`config.mk`:
```
export PLATFORM = sky130hd
export DESIGN_NAME = cpf_flush_ctrl
export DESIGN_NICKNAME = d
export VERILOG_FILES = /design/src/verilog/cpf_pkg.sv /design/src/verilog/cpf_flush_ctrl.sv
export VERILOG_INCLUDE_DIRS = /design/src /design/src/verilog
export SDC_FILE = /design/constraint.sdc
export NUM_CORES = 1
export LEC_CHECK = 0
export ABC_AREA = 1
export ABC_CLOCK_PERIOD_IN_PS = 3670
export CORE_AREA = 8 8 110 112
export CTS_CLUSTER_SIZE = 30
export DETAILED_ROUTE_END_ITERATION = 7
export DIE_AREA = 0 0 118 120
export DONT_BUFFER_PORTS = 1
export HOLD_SLACK_MARGIN = 0.02
export PLACE_DENSITY = 0.4
export SYNTH_ARGS = -nofsm -noshare
export SYNTH_HDL_FRONTEND = slang
export SYNTH_SLANG_ARGS = --single-unit
```
`constraint.sdc`:
```
create_clock -name mclk_i -period 3.67 [get_ports mclk_i]
set_input_delay 0 -clock mclk_i [delete_from_list [all_inputs] [get_ports mclk_i]]
set_output_delay 0 -clock mclk_i [all_outputs]
set_load 0.01 [all_outputs]
```
`src/verilog/cpf_defines.svh`:
```
// Constants for the pipeline interrupt flush controller
`ifndef CPF_DEFINES_SVH
`define CPF_DEFINES_SVH

`define CPF_STAGES 8
`define CPF_D2_IDX 3
`define CPF_IRQ_W 8
`define CPF_ISR_LAT 4'h3
`define CPF_CNT_DONE 4'h0
`define CPF_CNT_STEP 4'h1

`endif

```
`src/verilog/cpf_pkg.sv`:
```
// Types for the pipeline interrupt flush controller
package cpf_pkg;
    typedef enum logic [1:0] {
        CPF_RUN = 2'b00,
        CPF_DRAIN = 2'b01,
        CPF_ENTER = 2'b10,
        CPF_SERVICE = 2'b11
    } cpf_state_e;
endpackage

```
`src/verilog/cpf_flush_ctrl.sv`:
```
// Eight-stage pipeline valid tracking with interrupt flush and pending logic
`timescale 1ns/100ps
`include "cpf_defines.svh"

module cpf_flush_ctrl #(
    parameter int STAGES = `CPF_STAGES,
    parameter int IRQ_W = `CPF_IRQ_W
) (
    // Clock and reset
    input wire logic mclk_i,
    input wire logic srst_i,
    input wire logic ce_i,
    // Fetch path
    input wire logic fetch_valid_i,
    input wire logic isr_return_i,
    output logic fetch_en_o,
    output logic handler_fetch_o,
    output logic [$clog2(IRQ_W)-1:0] handler_id_o,
    output logic [STAGES-1:0] stage_valid_o,
    output logic retire_o,
    // Interrupt source
    input wire logic [IRQ_W-1:0] irq_req_i,
    input wire logic nest_en_i,
    output logic [IRQ_W-1:0] irq_ack_o,
    output logic in_service_o
);
    localparam int IDW = $clog2(IRQ_W);

    // Lowest index wins; a fixed order keeps selection time constant
    function automatic logic [IDW-1:0] prio_pick(input logic [IRQ_W-1:0] v);
        logic [IDW-1:0] r;
        r = '0;
        for (int i = IRQ_W - 1; i >= 0; i--) begin
            if (v[i]) begin
                r = IDW'(i);
            end
        end
        return r;
    endfunction

    // ==========================================
    // Input synchronisers
    logic [IRQ_W-1:0] irq_m_ff, irq_s_ff, nxt_irq_m, nxt_irq_s;
    logic nest_m_ff, nest_s_ff, nxt_nest_m, nxt_nest_s;

    always_comb begin
        nxt_irq_m = irq_req_i;
        nxt_irq_s = irq_m_ff;
        nxt_nest_m = nest_en_i;
        nxt_nest_s = nest_m_ff;
    end

    always_ff @(posedge mclk_i) begin
        if (srst_i) begin
            irq_m_ff <= '0;
            irq_s_ff <= '0;
            nest_m_ff <= 1'b0;
            nest_s_ff <= 1'b0;
        end else if (ce_i) begin
            irq_m_ff <= nxt_irq_m;
            irq_s_ff <= nxt_irq_s;
            nest_m_ff <= nxt_nest_m;
            nest_s_ff <= nxt_nest_s;
        end
    end

    // ==========================================
    // Take and return decisions
    cpf_pkg::cpf_state_e state_ff, nxt_state;
    logic [STAGES-1:0] valid_ff, nxt_valid;
    logic [IRQ_W-1:0] pend_ff, nxt_pend, ack_ff, nxt_ack;
    logic [IDW-1:0] id_ff, nxt_id;
    logic [3:0] cnt_ff, nxt_cnt;
    logic fetch_en_ff, nxt_fetch_en, hfetch_ff, nxt_hfetch, retire_ff, nxt_retire;
    logic svc_ff, nxt_svc;
    logic take;
    logic ret_take;
    logic [IDW-1:0] pick;

    // No take while entering: a second flush mid-entry would break the fixed latency
    always_comb begin
        pick = prio_pick(pend_ff);
        take = (|pend_ff) && (!svc_ff || nest_s_ff)
            && (state_ff == cpf_pkg::CPF_RUN || state_ff == cpf_pkg::CPF_SERVICE);
        // A take in the same cycle wins over the return
        ret_take = (state_ff == cpf_pkg::CPF_SERVICE) && isr_return_i && !take;
    end

    // ==========================================
    // Pending requests and acknowledge
    always_comb begin
        nxt_pend = pend_ff | irq_s_ff;
        nxt_ack = '0;
        nxt_id = id_ff;
        if (take) begin
            nxt_id = pick;
            nxt_ack[pick] = 1'b1;
            // A request raised again in the clearing cycle stays pending
            nxt_pend[pick] = irq_s_ff[pick];
        end
    end

    always_ff @(posedge mclk_i) begin
        if (srst_i) begin
            pend_ff <= '0;
            ack_ff <= '0;
            id_ff <= '0;
        end else if (ce_i) begin
            pend_ff <= nxt_pend;
            ack_ff <= nxt_ack;
            id_ff <= nxt_id;
        end
    end

    // ==========================================
    // Stage occupancy
    always_comb begin
        // Advance one stage per cycle; entry only while fetch is enabled
        nxt_valid = {valid_ff[STAGES-2:0], fetch_valid_i & fetch_en_ff};
        nxt_retire = valid_ff[STAGES-1];
        if (take) begin
            // Drop decode_stage_two and everything younger, keep the rest
            nxt_valid[`CPF_D2_IDX:0] = '0;
        end else if (ret_take) begin
            // Return refills from fetch_stage_one; older handler slots drain
            nxt_valid[0] = 1'b0;
        end
    end

    always_ff @(posedge mclk_i) begin
        if (srst_i) begin
            valid_ff <= '0;
            retire_ff <= 1'b0;
        end else if (ce_i) begin
            valid_ff <= nxt_valid;
            retire_ff <= nxt_retire;
        end
    end

    // ==========================================
    // Entry and service sequencer
    always_comb begin
        nxt_state = state_ff;
        nxt_cnt = cnt_ff;
        nxt_hfetch = 1'b0;
        nxt_svc = svc_ff;
        nxt_fetch_en = fetch_en_ff;
        unique case (state_ff)
            cpf_pkg::CPF_RUN, cpf_pkg::CPF_SERVICE: begin
                if (take) begin
                    nxt_fetch_en = 1'b0;
                    nxt_cnt = `CPF_ISR_LAT;
                    nxt_state = cpf_pkg::CPF_ENTER;
                end else if (ret_take) begin
                    nxt_fetch_en = 1'b1;
                    nxt_svc = 1'b0;
                    nxt_state = cpf_pkg::CPF_RUN;
                end
            end
            cpf_pkg::CPF_ENTER: begin
                // Fixed count regardless of pipeline contents keeps entry deterministic
                if (cnt_ff == `CPF_CNT_DONE) begin
                    nxt_hfetch = 1'b1;
                    nxt_fetch_en = 1'b1;
                    nxt_svc = 1'b1;
                    nxt_state = cpf_pkg::CPF_SERVICE;
                end else begin
                    nxt_cnt = cnt_ff - `CPF_CNT_STEP;
                end
            end
            cpf_pkg::CPF_DRAIN: begin
                // Never entered; falls back to run if ever reached
                nxt_state = cpf_pkg::CPF_RUN;
            end
        endcase
    end

    always_ff @(posedge mclk_i) begin
        if (srst_i) begin
            state_ff <= cpf_pkg::CPF_RUN;
            cnt_ff <= `CPF_CNT_DONE;
            fetch_en_ff <= 1'b1;
            hfetch_ff <= 1'b0;
            svc_ff <= 1'b0;
        end else if (ce_i) begin
            state_ff <= nxt_state;
            cnt_ff <= nxt_cnt;
            fetch_en_ff <= nxt_fetch_en;
            hfetch_ff <= nxt_hfetch;
            svc_ff <= nxt_svc;
        end
    end

    assign fetch_en_o = fetch_en_ff;
    assign handler_fetch_o = hfetch_ff;
    assign handler_id_o = id_ff;
    assign stage_valid_o = valid_ff;
    assign retire_o = retire_ff;
    assign irq_ack_o = ack_ff;
    assign in_service_o = svc_ff;

endmodule

```
== Word level (Yosys, flattened, before mapping) ==
Index checks and enable logic that the tools add are counted.

* $add $sub $neg: 1
* Order comparisons: 2
* Eq/ne operators: 9
* Muxes and demuxes: 34
* Bitwise logic cells: 2
* Reduce and logical (&&, ||, !) cells: 19

{| class="wikitable"
|+ Operator list
! operator !! count
|-
| 3-bit 2-to-1 mux || 9
|-
| 8-bit 2-to-1 mux || 2
|-
| 1-bit 2-to-1 mux || 11
|-
| 2-bit != test (second input constant) || 5
|-
| 8-bit bitwise mux || 1
|-
| 4-bit 2-to-1 mux || 2
|-
| 8-bit bitwise OR || 1
|-
| 4-bit one-hot mux with 2 select lines || 1
|-
| 4-bit AND reduction || 2
|-
| 8-bit OR reduction || 1
|-
| 2-bit 2-to-1 mux || 3
|-
| 2-bit one-hot mux with 3 select lines || 1
|-
| 1-bit logical AND || 5
|-
| 5-bit AND reduction || 1
|-
| 2-bit == test (second input constant) || 2
|-
| 4-bit logical NOT || 1
|-
| 3-bit by 4-bit < comparator with 1-bit output (second input constant) || 1
|-
| 1-bit one-hot mux with 2 select lines || 2
|-
| 4-bit by 1-bit subtractor with 4-bit output (second input constant) || 1
|-
| 1-bit binary-select mux with 3-bit select || 1
|-
| 1-bit demux with 3-bit select || 1
|-
| 3-bit by 1-bit greater-or-equal comparator with 1-bit output (second input constant) || 1
|-
| 3-bit != test (second input constant) || 1
|-
| 3-bit AND reduction || 1
|-
| 8 further kinds || 10
|}

* Flip-flop bits (word level): 55
* Output and inout port bits: 23
* Logic and storage cells: 81

== Depth between registers and ports, before layout ==
Gate-level depths: netlist of the first run.

* Depth after elaboration: 14
* Mapped depth: 15

== Worst setup path after synthesis of the first run ==
Ideal clock, no wire load.

* Kind: register -> register
* Start point: register state_ff[0]
* End point: register pend_ff[1]
* Library setup time: 0.134 ns
* Arrival time: 1.317 ns
* Required time: 3.536 ns
* Path slack: 2.219 ns
* Stages on the path, launching flop included: 10
* Path buffers: 0
* Clock period less this slack: 1.451 ns
* Cell sequence: dfxtp_1 -> inv_1 -> ha_1 -> inv_1 -> nor2_2 -> inv_2 -> nor3_1 -> nand3_1 -> nand2_1 -> a21oi_1

* Longest elaborated chain between the ends: 4
* Elaborated cells on any way between the ends: 5
* Classes of those cells: 1 x eq/ne; 1 x mux; 3 x reduce/logical

{| class="wikitable"
|+ RTL lines
! element !! RTL line !! text
|-
| from (decl) || cpf_flush_ctrl.sv:69 || <nowiki>cpf_pkg::cpf_state_e state_ff, nxt_state;</nowiki>
|-
| from (signal assigned) || cpf_flush_ctrl.sv:180 || <nowiki>state_ff <= cpf_pkg::CPF_RUN;</nowiki>
|-
| from (signal assigned) || cpf_flush_ctrl.sv:186 || <nowiki>state_ff <= nxt_state;</nowiki>
|-
| 2-bit == test / 2-bit logical NOT (equally long branches) || cpf_flush_ctrl.sv:84 || <nowiki>&& (state_ff == cpf_pkg::CPF_RUN || state_ff == cpf_pkg::CPF_SERVICE);</nowiki>
|-
| 1-bit logical OR * || cpf_flush_ctrl.sv:84 ||
|-
| 1-bit logical AND * || cpf_flush_ctrl.sv:84 ||
|-
| 8-bit 2-to-1 mux * || cpf_flush_ctrl.sv:95 || <nowiki>if (take) begin</nowiki>
|-
| to (signal assigned) || cpf_flush_ctrl.sv:109 || <nowiki>pend_ff <= nxt_pend;</nowiki>
|-
| to (decl) || cpf_flush_ctrl.sv:71 || <nowiki>logic [IRQ_W-1:0] pend_ff, nxt_pend, ack_ff, nxt_ack;</nowiki>
|}

Every way passes the cells marked *; elsewhere a longest branch is shown, timed or not.
A chain may end at the register's enable or synchronous reset.

== Worst setup path after layout of the first run ==
* Start point: register state_ff[0]
* End point: register pend_ff[2]

Same word-level chain as after synthesis.

==> run_results.csv, run 1 <==
group,metric,value,unit
run_status,outcome,"finished, final reports clean",
place,dpl.hpwl,4560,um
yosys,cell_area_after_synthesis,0.00250,mm2
yosys,synthesis.instances,353,
clocking,cts.path.max_buffers,2,
clocking,number_of_cts_inserted_buffers,5,
place,placement.setup.worst_slack,1.94,ns
floorplanning,die_area,0.0142,mm2
sta,hold_viol_final,0,
final_layout,final_nets,371,
clocking,tritoncts_clock_tree,"done",
route,drt_drc_violations_left,0,
final_layout,post_layout_nonfiller_instances,495,
clocking,clkTransAtPathRegs,0.10,ns
sta,slew-limit-headroom,0.212,
yosys,netlist-cell-type-count,30,
critical_path,timing.critical_path.required,3.82,ns
floorplanning,row_count,38,
yosys,synthTopCellsByArea,"sky130_fd_sc_hd__dfxtp_1 (44%), sky130_fd_sc_hd__nand2_1 (9.3%), sky130_fd_sc_hd__nor2_1 (9.0%), sky130_fd_sc_hd__a21oi_1 (6.8%), sky130_fd_sc_hd__o21ai_0 (6.0%)",
power_and_ir_drop,design_power_total,1.36,mW
clocking,post_cts_resized,0,
clocking,numClockSinks,55,
clocking,h_tree_levels,2,
sta,tns,0,ns
sta,post-route-min-period,1.79,ns
place,placed_cells_incl_taps,474,
grt,grt_pass1_wl,11200,um
critical_path,crit_arrival,1.94,ns
grt,grt_start_max_net_pins,56,
final_layout,multi_input_logic_area,0.00116,mm2
yosys,post-synth-top-area-cell,"sky130_fd_sc_hd__dfxtp_1",
grt,vias_in_the_first_global_route,2160,
sta,worst_pin_slew,1.18,ns
place,port_buffer_cells,0,
hold_path,worstHoldPathType,"in2reg",
final_layout,seqCellArea,0.00110,mm2
floorplanning,fp.dieW,118,um
place,placement.cell_area,0.00259,mm2
sta,fin_worst_hold_slack,0.0414,ns
floorplanning,core_area,0.0105,mm2
yosys,synth-seq-cells,55,
yosys,netlist.area_leader.share,0.440,
sta,worst_path_setup_slack_after_routing,1.88,ns
route,via_count,2174,
place,routabilityCongestion,0.793,
final_layout,layout.cells.most_common,"sky130_fd_sc_hd__nand2_1",
final_layout,insertedDiodeCount,0,
final_layout,most-common-layout-cells,"sky130_fd_sc_hd__nand2_1 (62), sky130_fd_sc_hd__nor2_1 (60), sky130_fd_sc_hd__dfxtp_1 (55)",
route,route.detailed.vias_per_inst,4.39,
yosys,number_of_flops_mapped_to_enable_cells_by_yosys,0,
sta,fmaxAchievable,560,MHz
yosys,postSynth.topFlopCell,"sky130_fd_sc_hd__dfxtp_1",
critical_path,cp_max_fo,8,
sta,grt_setup_unrepaired,"no",
final_layout,final_cell_area,0.00281,mm2
yosys,synthArstFlopShare,0,
power_and_ir_drop,peakVddDrop,0.000154,V
final_layout,area_growth,12.3,%
yosys,synth_seq_area_share,0.440,
route,total_wirelength_of_the_detailed_routed_design,6660,um
final_layout,post-route-util,0.267,
clocking,cts.repair_timing.setup_buffer_count,0,
grt,overflow,0,
power_and_ir_drop,p_per_area,485,mW/mm2
grt,groute.usage.overall,0.0983,
yosys,syn-num-nets,370,
critical_path,setup.worst_path.end_class,"flop",
run,drv.max_cap_violation_count,0,
power_and_ir_drop,static-leakage-power,1.11,nW
route,drt.antenna.violating_nets,0,
sta,slew_viol_final,0,
floorplanning,initial_utilization,0.238,
route,first_pass_detailed_route_iteration_total,4,
sta,setup_viol,0,
final_layout,drive_gt1_frac,0.0873,
clocking,cts-hold-fix-buffers,13,
critical_path,criticalPathCategory,"reg2reg",
critical_path,crit_path_start_kind,"flop",
final_layout,filler_cell_count,1172,
sta,fin_clk_skew,0.00928,ns
route,drt-wirelength-per-cell,13.4,um
grt,initial_antenna_violation_count,0,
clocking,cts.root.buffer_cell,"sky130_fd_sc_hd__clkbuf_8",
floorplanning,floorplan.io_pins,37,
route,drt_iter0_drc,137,
yosys,synth_warnings,0,
sta,finalCritPeriodShare,0.487,
floorplanning,die-height,120,um
clocking,worst_skew_pair.late_latency,0.32,ns
yosys,syn_area_per_cell,7.09,um2
-- synth_stat cells (4+ instances only) --
| master | count |
|---|---|
| sky130_fd_sc_hd__dfxtp_1 | 55 |
| sky130_fd_sc_hd__o21ai_0 | 30 |
| sky130_fd_sc_hd__clkbuf_1 | 9 |
| sky130_fd_sc_hd__buf_4 | 5 |
| sky130_fd_sc_hd__nand3_1 | 17 |
| sky130_fd_sc_hd__nand4_1 | 4 |
| sky130_fd_sc_hd__nand2_2 | 5 |
| sky130_fd_sc_hd__nor2_1 | 60 |
| sky130_fd_sc_hd__a21oi_1 | 34 |
| sky130_fd_sc_hd__inv_1 | 29 |
| sky130_fd_sc_hd__buf_1 | 4 |
| sky130_fd_sc_hd__nor3_1 | 6 |
| sky130_fd_sc_hd__inv_2 | 8 |
| sky130_fd_sc_hd__nand2_1 | 62 |
-- cells by family after synthesis --
logic type                 Yosys count  share of synthesized area
and+or+nand+nor                    162                      0.283
AOI/OAI and AO/OA                   76                      0.168
buffers and inverters               57                     0.0940
DFF                                 55                      0.440
adders and majority gates            3                     0.0150
-- final cells by class --
type,instances,area share
Timing Repair Buffer,14,0.0526
Multi-Input combinational cell,241,0.415
Inverter,37,0.0494
Sequential cell,55,0.392
Clock inverter,1,0.00178
Clock buffer,7,0.0272
Tap cell,140,0.0624
-- power by group --
part / leakage [nW] / switching, mW / internal (mW)
Combinational: 0.620 / 0.222 / 0.112
Clock: 0.0422 / 0.199 / 0.135
Sequential: 0.452 / 0.0446 / 0.651
-- path summary, 6_finish.rpt --
kind                                    from          end  slack, ns  cells past startpoint
worst max-delay path             state_ff[0]   pend_ff[2]       1.88                      9
worst min-delay path            isr_return_i   fetch_en_o       0.04                      5
worst max register to register   state_ff[0]   pend_ff[2]       1.88                      9
worst min register to register   irq_m_ff[6]  irq_s_ff[6]       0.48                      2
-- flip-flops by register name (all words and copies together) (netlist names) --
register         count
nest_s_ff            1
fetch_en_o           1
irq_ack_o            8
state_ff             2
handler_fetch_o      1
handler_id_o         3
in_service_o         1
cnt_ff               4
retire_o             1
nest_m_ff            1
irq_s_ff             8
irq_m_ff             8
stage_valid_o        8
pend_ff              8
-- layer usage --
layer	track usage	vias up	part of all wire
met5	0	-	0
met4	0.0416	0	0.015
met3	0.0333	6	0.069
met2	0.157	47	0.45
met1	0.119	986	0.46
li1	-	1135	-
-- worst max-delay path, stage by stage, from the launching register on --
cell and delay, ns:
sky130_fd_sc_hd__dfxtp_1 0.37, sky130_fd_sc_hd__inv_1 0.05, sky130_fd_sc_hd__ha_1 0.34, sky130_fd_sc_hd__inv_1 0.07
sky130_fd_sc_hd__nor2_2 0.23, sky130_fd_sc_hd__inv_2 0.13, sky130_fd_sc_hd__nor2_1 0.21, sky130_fd_sc_hd__nand3_1 0.10
sky130_fd_sc_hd__nand2_1 0.06, sky130_fd_sc_hd__a21oi_1 0.05
Note: power is estimated with default switching activity, not from simulation.
==> run 2: changes to the inputs <==
Settings changed: ABC_CLOCK_PERIOD_IN_PS 3670 to 1680.
Clock period 3.67 ns to 1.68 ns, I/O delays scaled along.
==> run_results.csv, run 2 (synthesis results as in run 1) <==
group,metric,value,unit
run_status,outcome,"complete, but fails checks",
run_status,violations_in_the_final_reports,"negative hold slack",
clocking,tritoncts_clock_tree,"done",
sta,fmaxAchievable,612,MHz
critical_path,setup.reg_to_reg.worst_slack,0.05,ns
sta,slew-limit-headroom,0.679,
route,drt_iter0_drc,82,
sta,setup_viol,0,
route,drt.antenna.violating_nets,0,
power_and_ir_drop,peakVddDrop,0.000365,V
sta,tns,0,ns
route,first_pass_detailed_route_iteration_total,4,
sta,grt_setup_unrepaired,"yes",
grt,vias_in_the_first_global_route,2180,
clocking,worst_skew_pair.late_latency,0.32,ns
hold_path,worstHoldPathType,"in2reg",
final_layout,insertedDiodeCount,0,
place,routabilityCongestion,0.778,
route,via_count,2230,
floorplanning,initial_utilization,0.238,
place,dpl.hpwl,4740,um
clocking,h_tree_levels,2,
power_and_ir_drop,p_per_area,1090,mW/mm2
critical_path,cp_max_fo,4,
floorplanning,row_count,38,
critical_path,setup.worst_path.end_class,"flop",
place,port_buffer_cells,0,
run,drv.max_cap_violation_count,0,
grt,grt_start_max_net_pins,35,
floorplanning,die_area,0.0142,mm2
critical_path,crit_arrival,1.90,ns
route,drt-wirelength-per-cell,13.4,um
sta,slew_viol_final,0,
route,total_wirelength_of_the_detailed_routed_design,6830,um
critical_path,criticalPathCategory,"reg2reg",
place,placement.setup.worst_slack,-0.00224,ns
sta,hold_viol_final,22,
clocking,cts-hold-fix-buffers,16,
final_layout,area_growth,21.9,%
sta,worst_pin_slew,0.478,ns
final_layout,most-common-layout-cells,"sky130_fd_sc_hd__nand2_1 (58), sky130_fd_sc_hd__nor2_1 (52), sky130_fd_sc_hd__dfxtp_1 (51)",
route,drt_drc_violations_left,0,
final_layout,post-route-util,0.290,
critical_path,crit_path_start_kind,"flop",
sta,fin_clk_skew,0.0106,ns
critical_path,timing.critical_path.required,1.94,ns
clocking,cts.path.max_buffers,2,
route,route.detailed.vias_per_inst,4.36,
floorplanning,core_area,0.0105,mm2
final_layout,drive_gt1_frac,0.181,
clocking,cts.root.buffer_cell,"sky130_fd_sc_hd__clkbuf_8",
clocking,clkTransAtPathRegs,0.11,ns
grt,grt_pass1_wl,11100,um
clocking,number_of_cts_inserted_buffers,5,
sta,post-route-min-period,1.63,ns
final_layout,layout.cells.most_common,"sky130_fd_sc_hd__nand2_1",
floorplanning,fp.dieW,118,um
floorplanning,die-height,120,um
grt,initial_antenna_violation_count,0,
clocking,numClockSinks,55,
grt,overflow,0,
power_and_ir_drop,static-leakage-power,1.22,nW
sta,worst_path_setup_slack_after_routing,0.0462,ns
final_layout,filler_cell_count,1140,
sta,finalCritPeriodShare,0.973,
floorplanning,floorplan.io_pins,37,
sta,fin_worst_hold_slack,-0.274,ns
final_layout,final_nets,387,
grt,groute.usage.overall,0.0958,
## run 2: cell count changes in the layout (fill, tap and decap cells not counted), sizes merged
cell,before,now
buf,2,15
dlygate4sd3,12,15
clkbuf,7,5
inv,36,37
bufinv,0,1
## run 2: final timing paths
path	start	cells past startpoint	endpoint
hold reg to reg	pend_ff[5]	2	pend_ff[5]
setup reg to reg	pend_ff[3]	12	state_ff[0]
setup / recovery	pend_ff[3]	12	state_ff[0]
hold / removal	srst_i	1	handler_id_o[0]
## run 2: stage by stage
step	hold WS (ns)	area [um2]	power (mW)	instances
after detailed placement	0.0727	2690	2.29	487
after CTS	-0.288	2980	3.30	511
after global placement	0.0699	2690	2.29	487
final	-0.274	3050	3.31	511
after global routing	-0.307	3050	3.53	511
after floorplan	0.135	2500	2.10	353
## run 2: power breakdown
part           internal (mW)  switching, mW  total (mW)
sequential              1.42         0.0992        1.52
combinational          0.325          0.522       0.847
clock                  0.453          0.488       0.942
## run 2: layout make-up
| type | count | area [um2] | area share |
|---|---|---|---|
| Clock buffer | 5 | 68.8 | 0.0226 |
| Clock inverter | 3 | 47.5 | 0.0156 |
| Inverter | 37 | 141 | 0.0464 |
| Multi-Input combinational cell | 241 | 1230 | 0.403 |
| Sequential cell | 55 | 1110 | 0.364 |
| Tap cell | 140 | 175 | 0.0574 |
| Timing Repair Buffer | 30 | 279 | 0.0915 |
## run 2: worst max-delay path, cell delays in order (launching register included)
cell and delay [ns]:
sky130_fd_sc_hd__dfxtp_4 0.37, sky130_fd_sc_hd__nor2_4 0.16, sky130_fd_sc_hd__nand3_2 0.10, sky130_fd_sc_hd__or2_1 0.23, sky130_fd_sc_hd__o21ai_2 0.11, sky130_fd_sc_hd__nand2_2 0.13, sky130_fd_sc_hd__inv_2 0.08, sky130_fd_sc_hd__nand2_2 0.05
sky130_fd_sc_hd__nand2_2 0.06, sky130_fd_sc_hd__nor2_2 0.05, sky130_fd_sc_hd__inv_2 0.07, sky130_fd_sc_hd__nand2_1 0.06, sky130_fd_sc_hd__a21oi_2 0.10
## run 2: layer usage
metal,global-route usage,vias to the layer above,part of all wire
met5,0,-,0
met3,0.0272,6,0.044
met4,0.0376,0,0.015
met1,0.111,1027,0.46
met2,0.165,29,0.48
li1,-,1168,-
## run 2: repair_timing
action                                  4_1_cts  5_1_grt
resized for setup                             2       25
endpoints found under the setup margin        2       20
hold endpoints to repair                     49       22
pin swaps                                     0       12
setup buffers                                 0        0
==> run 3: changes to the inputs <==
Settings changed: ABC_AREA 1 to 0, CORE_AREA 8 8 110 112 to 8 8 109 111, DIE_AREA 0 0 118 120 to 0 0 117 119, PLACE_DENSITY 0.4 to 0.41, REMOVE_ABC_BUFFERS set to 1.
==> run_results.csv, run 3 <==
group,metric,value,unit
run_status,violations_in_the_final_reports,"negative hold slack, negative setup slack",
final_layout,post-route-util,0.330,
hold_path,worstHoldPathType,"in2reg",
sta,worst_path_setup_slack_after_routing,-0.134,ns
floorplanning,core_area,0.0101,mm2
yosys,most_numerous_cell_types_in_the_synthesized_netlist,"sky130_fd_sc_hd__dfxtp_1 (55), sky130_fd_sc_hd__nor2_1 (37), sky130_fd_sc_hd__mux2i_1 (27)",
sta,grt_setup_unrepaired,"yes",
final_layout,final_nets,335,
route,total_wirelength_of_the_detailed_routed_design,6810,um
place,routabilityCongestion,0.809,
clocking,clkTransAtPathRegs,0.10,ns
yosys,cell_area_after_synthesis,0.00247,mm2
critical_path,crit_arrival,2.02,ns
yosys,post-synth-top-area-cell,"sky130_fd_sc_hd__dfxtp_1",
yosys,netlist-cell-type-count,51,
route,drt-wirelength-per-cell,15.0,um
power_and_ir_drop,power_frac_clock,0.252,
yosys,synth_warnings,0,
yosys,number_of_flops_mapped_to_enable_cells_by_yosys,0,
route,drt_drc_violations_left,0,
critical_path,setup.reg_to_reg.worst_slack,-0.13,ns
yosys,synth_compound_area_frac,0.197,
critical_path,timing.critical_path.required,1.89,ns
clocking,cts-hold-fix-buffers,28,
grt,overflow,0,
yosys,post_synth_and_or_nand_nor_area_fraction,0.178,
clocking,cts.root.buffer_cell,"sky130_fd_sc_hd__clkbuf_8",
sta,fmaxAchievable,551,MHz
hold_path,min-delay-start,"srst_i",
final_layout,area_growth,35.1,%
power_and_ir_drop,sequential_share_of_power,0.426,
sta,worst_pin_slew,0.738,ns
sta,setup_viol,29,
critical_path,worstReg2RegEnd,"irq_ack_o[6]",
grt,grt_pass1_wl,10400,um
final_layout,most-common-layout-cells,"sky130_fd_sc_hd__dfxtp_1 (53), sky130_fd_sc_hd__nor2_1 (35), sky130_fd_sc_hd__mux2i_1 (27), sky130_fd_sc_hd__dlygate4sd3_1 (27), sky130_fd_sc_hd__buf_4 (24)",
yosys,synth-seq-cells,55,
final_layout,filler_cell_count,1076,
clocking,tritoncts_clock_tree,"done",
route,route.detailed.vias_per_inst,4.65,
yosys,netlist.area_leader.share,0.446,
route,drt.antenna.violating_nets,0,
floorplanning,floorplan.io_pins,37,
yosys,synth_seq_area_share,0.446,
power_and_ir_drop,power.combinational.fraction,0.322,
hold_path,hold-path-cell-count,1,
power_and_ir_drop,netSwitchingFraction,0.311,
power_and_ir_drop,static-leakage-power,1.36,nW
final_layout,insertedDiodeCount,0,
yosys,synthesis.instances,268,
grt,vias_in_the_first_global_route,1972,
run,drv.max_cap_violation_count,0,
yosys,synthAdderAreaFrac,0.0152,
critical_path,crit_path_start_kind,"flop",
floorplanning,die_area,0.0139,mm2
sta,slew_viol_final,0,
grt,grt_start_max_net_pins,50,
clocking,numClockSinks,55,
clocking,h_tree_levels,2,
yosys,synthArstFlopShare,0,
critical_path,cp_max_fo,6,
place,port_buffer_cells,0,
floorplanning,fp.dieW,117,um
yosys,synth_top_family_by_area,"compound AO/OA/AOI/OAI gates",
route,via_count,2113,
sta,fin_clk_skew,0.00656,ns
clocking,cts.path.max_buffers,2,
grt,groute.usage.overall,0.0941,
clocking,number_of_cts_inserted_buffers,5,
yosys,postSynth.topFlopCell,"sky130_fd_sc_hd__dfxtp_1",
route,drt_iter0_drc,77,
floorplanning,row_count,37,
power_and_ir_drop,p_per_area,1030,mW/mm2
floorplanning,initial_utilization,0.244,
power_and_ir_drop,netSwitchingPower,1.07,mW
hold_path,timing.hold.worst_endpoint,"handler_id_o[0]",
sta,finalCritPeriodShare,1.08,
final_layout,layout.cells.most_common,"sky130_fd_sc_hd__dfxtp_1",
critical_path,worstRegToRegCells,5,
yosys,synth.most_common_cell,"sky130_fd_sc_hd__dfxtp_1",
grt,initial_antenna_violation_count,0,
critical_path,criticalPathCategory,"reg2reg",
sta,hold_viol_final,21,
yosys,synthTopCellsByArea,"sky130_fd_sc_hd__dfxtp_1 (45%), sky130_fd_sc_hd__mux2i_1 (11%), sky130_fd_sc_hd__nor2_1 (5.6%), sky130_fd_sc_hd__a21oi_1 (4.1%), sky130_fd_sc_hd__nand2_1 (3.5%)",
yosys,syn_area_per_cell,9.21,um2
clocking,worst_skew_pair.late_latency,0.31,ns
run_status,outcome,"complete, but fails checks",
power_and_ir_drop,power.internal,2.37,mW
place,dpl.hpwl,4290,um
yosys,synthMuxAreaShare,0.110,
sta,slew-limit-headroom,0.508,
critical_path,setup.worst_path.end_class,"flop",
final_layout,drive_gt1_frac,0.220,
yosys,post_synth_xor_area_fraction,0,
critical_path,crit-reg2reg-launch,"pend_ff[0]",
floorplanning,die-height,119,um
sta,post-route-min-period,1.81,ns
route,first_pass_detailed_route_iteration_total,4,
sta,fin_worst_hold_slack,-0.253,ns
power_and_ir_drop,peakVddDrop,0.000585,V
-- run 3: cell types whose count changed after synthesis, sizes merged, moves of 3 or more --
| cell | previous run | this run |
|---|---|---|
| nor2b | 0 | 4 |
| o211ai | 3 | 11 |
| nor2 | 63 | 37 |
| nand2 | 67 | 23 |
| mux2i | 0 | 27 |
| inv | 37 | 8 |
| o21ai | 33 | 4 |
| o21a | 0 | 6 |
| a21o | 0 | 3 |
| nor3 | 6 | 2 |
| nand3 | 19 | 5 |
| a21oi | 36 | 20 |
| and3 | 0 | 3 |
-- run 3: how the worst max path moves through the flow --
stage	startpoint	endpoint
final	pend_ff[0]	irq_ack_o[6]
after global routing	pend_ff[0]	in_service_o
after CTS	pend_ff[3]	pend_ff[6]
after detailed placement	pend_ff[0]	pend_ff[6]
after global placement	pend_ff[0]	pend_ff[6]
after floorplan	pend_ff[4]	irq_ack_o[6]
-- run 3: power groups by stage --
stage          clock network [mW]  registers, mW  logic, mW
2_1_floorplan                   0           1.48      0.553
3_3_place_gp                    0           1.50      0.877
3_5_place_dp                    0           1.50      0.873
4_1_cts                     0.905           1.47       1.00
5_1_grt                     0.966           1.48       1.21
6_report                    0.867           1.47       1.11
-- run 3: metrics by stage --
stage	setup WS [ns]	setup TNS, ns	instance area [um2]	instances	power, mW
2_1_floorplan	-0.115	-0.261	2360	249	2.04
3_3_place_gp	-0.129	-0.924	2720	410	2.37
3_5_place_dp	-0.120	-1.25	2720	410	2.37
4_1_cts	-0.139	-1.34	3210	450	3.37
5_1_grt	-0.185	-3.36	3330	454	3.66
6_report	-0.134	-1.92	3330	454	3.44
-- run 3: timing repair --
action	CTS	global route
gates resized for setup	14	23
endpoints found under the hold margin	51	21
pin swaps	13	22
setup endpoints to repair	25	26
buffers inserted	5	4
-- run 3: logic make-up after synthesis --
logic type | Yosys count
multiplexers | 27
AO/OA/AOI/OAI | 66
flip-flops | 55
AND/OR/NAND/NOR | 90
buffers and inverters | 27
adder cells (fa/ha/maj) | 3
-- run 3: worst max-delay path, stage by stage (launching register included) --
cell	delay [ns]
sky130_fd_sc_hd__dfxtp_2	0.33
sky130_fd_sc_hd__or4_4	0.60
sky130_fd_sc_hd__buf_6	0.15
sky130_fd_sc_hd__o211a_4	0.26
sky130_fd_sc_hd__and4_4	0.20
sky130_fd_sc_hd__o21a_1	0.17
-- run 3: layer usage --
layer / track usage / wire length (um) / vias up
li1: - / - / 1050
met1: 0.109 / 2910 / 1030
met2: 0.159 / 3380 / 29
met3: 0.0344 / 453 / 4
met4: 0.0240 / 61 / 0
met5: 0 / 0 / -
-- run 3: layout make-up --
| class | instances | area [um2] | area share |
|---|---|---|---|
| clock inverters | 1 | 30.0 | 0.00901 |
| inverters | 8 | 30.0 | 0.00901 |
| well taps | 136 | 170 | 0.0510 |
| flip-flops and latches | 55 | 1100 | 0.331 |
| repair buffers | 62 | 576 | 0.173 |
| clock buffers | 6 | 72.6 | 0.0218 |
| multi-input cells | 186 | 1350 | 0.406 |
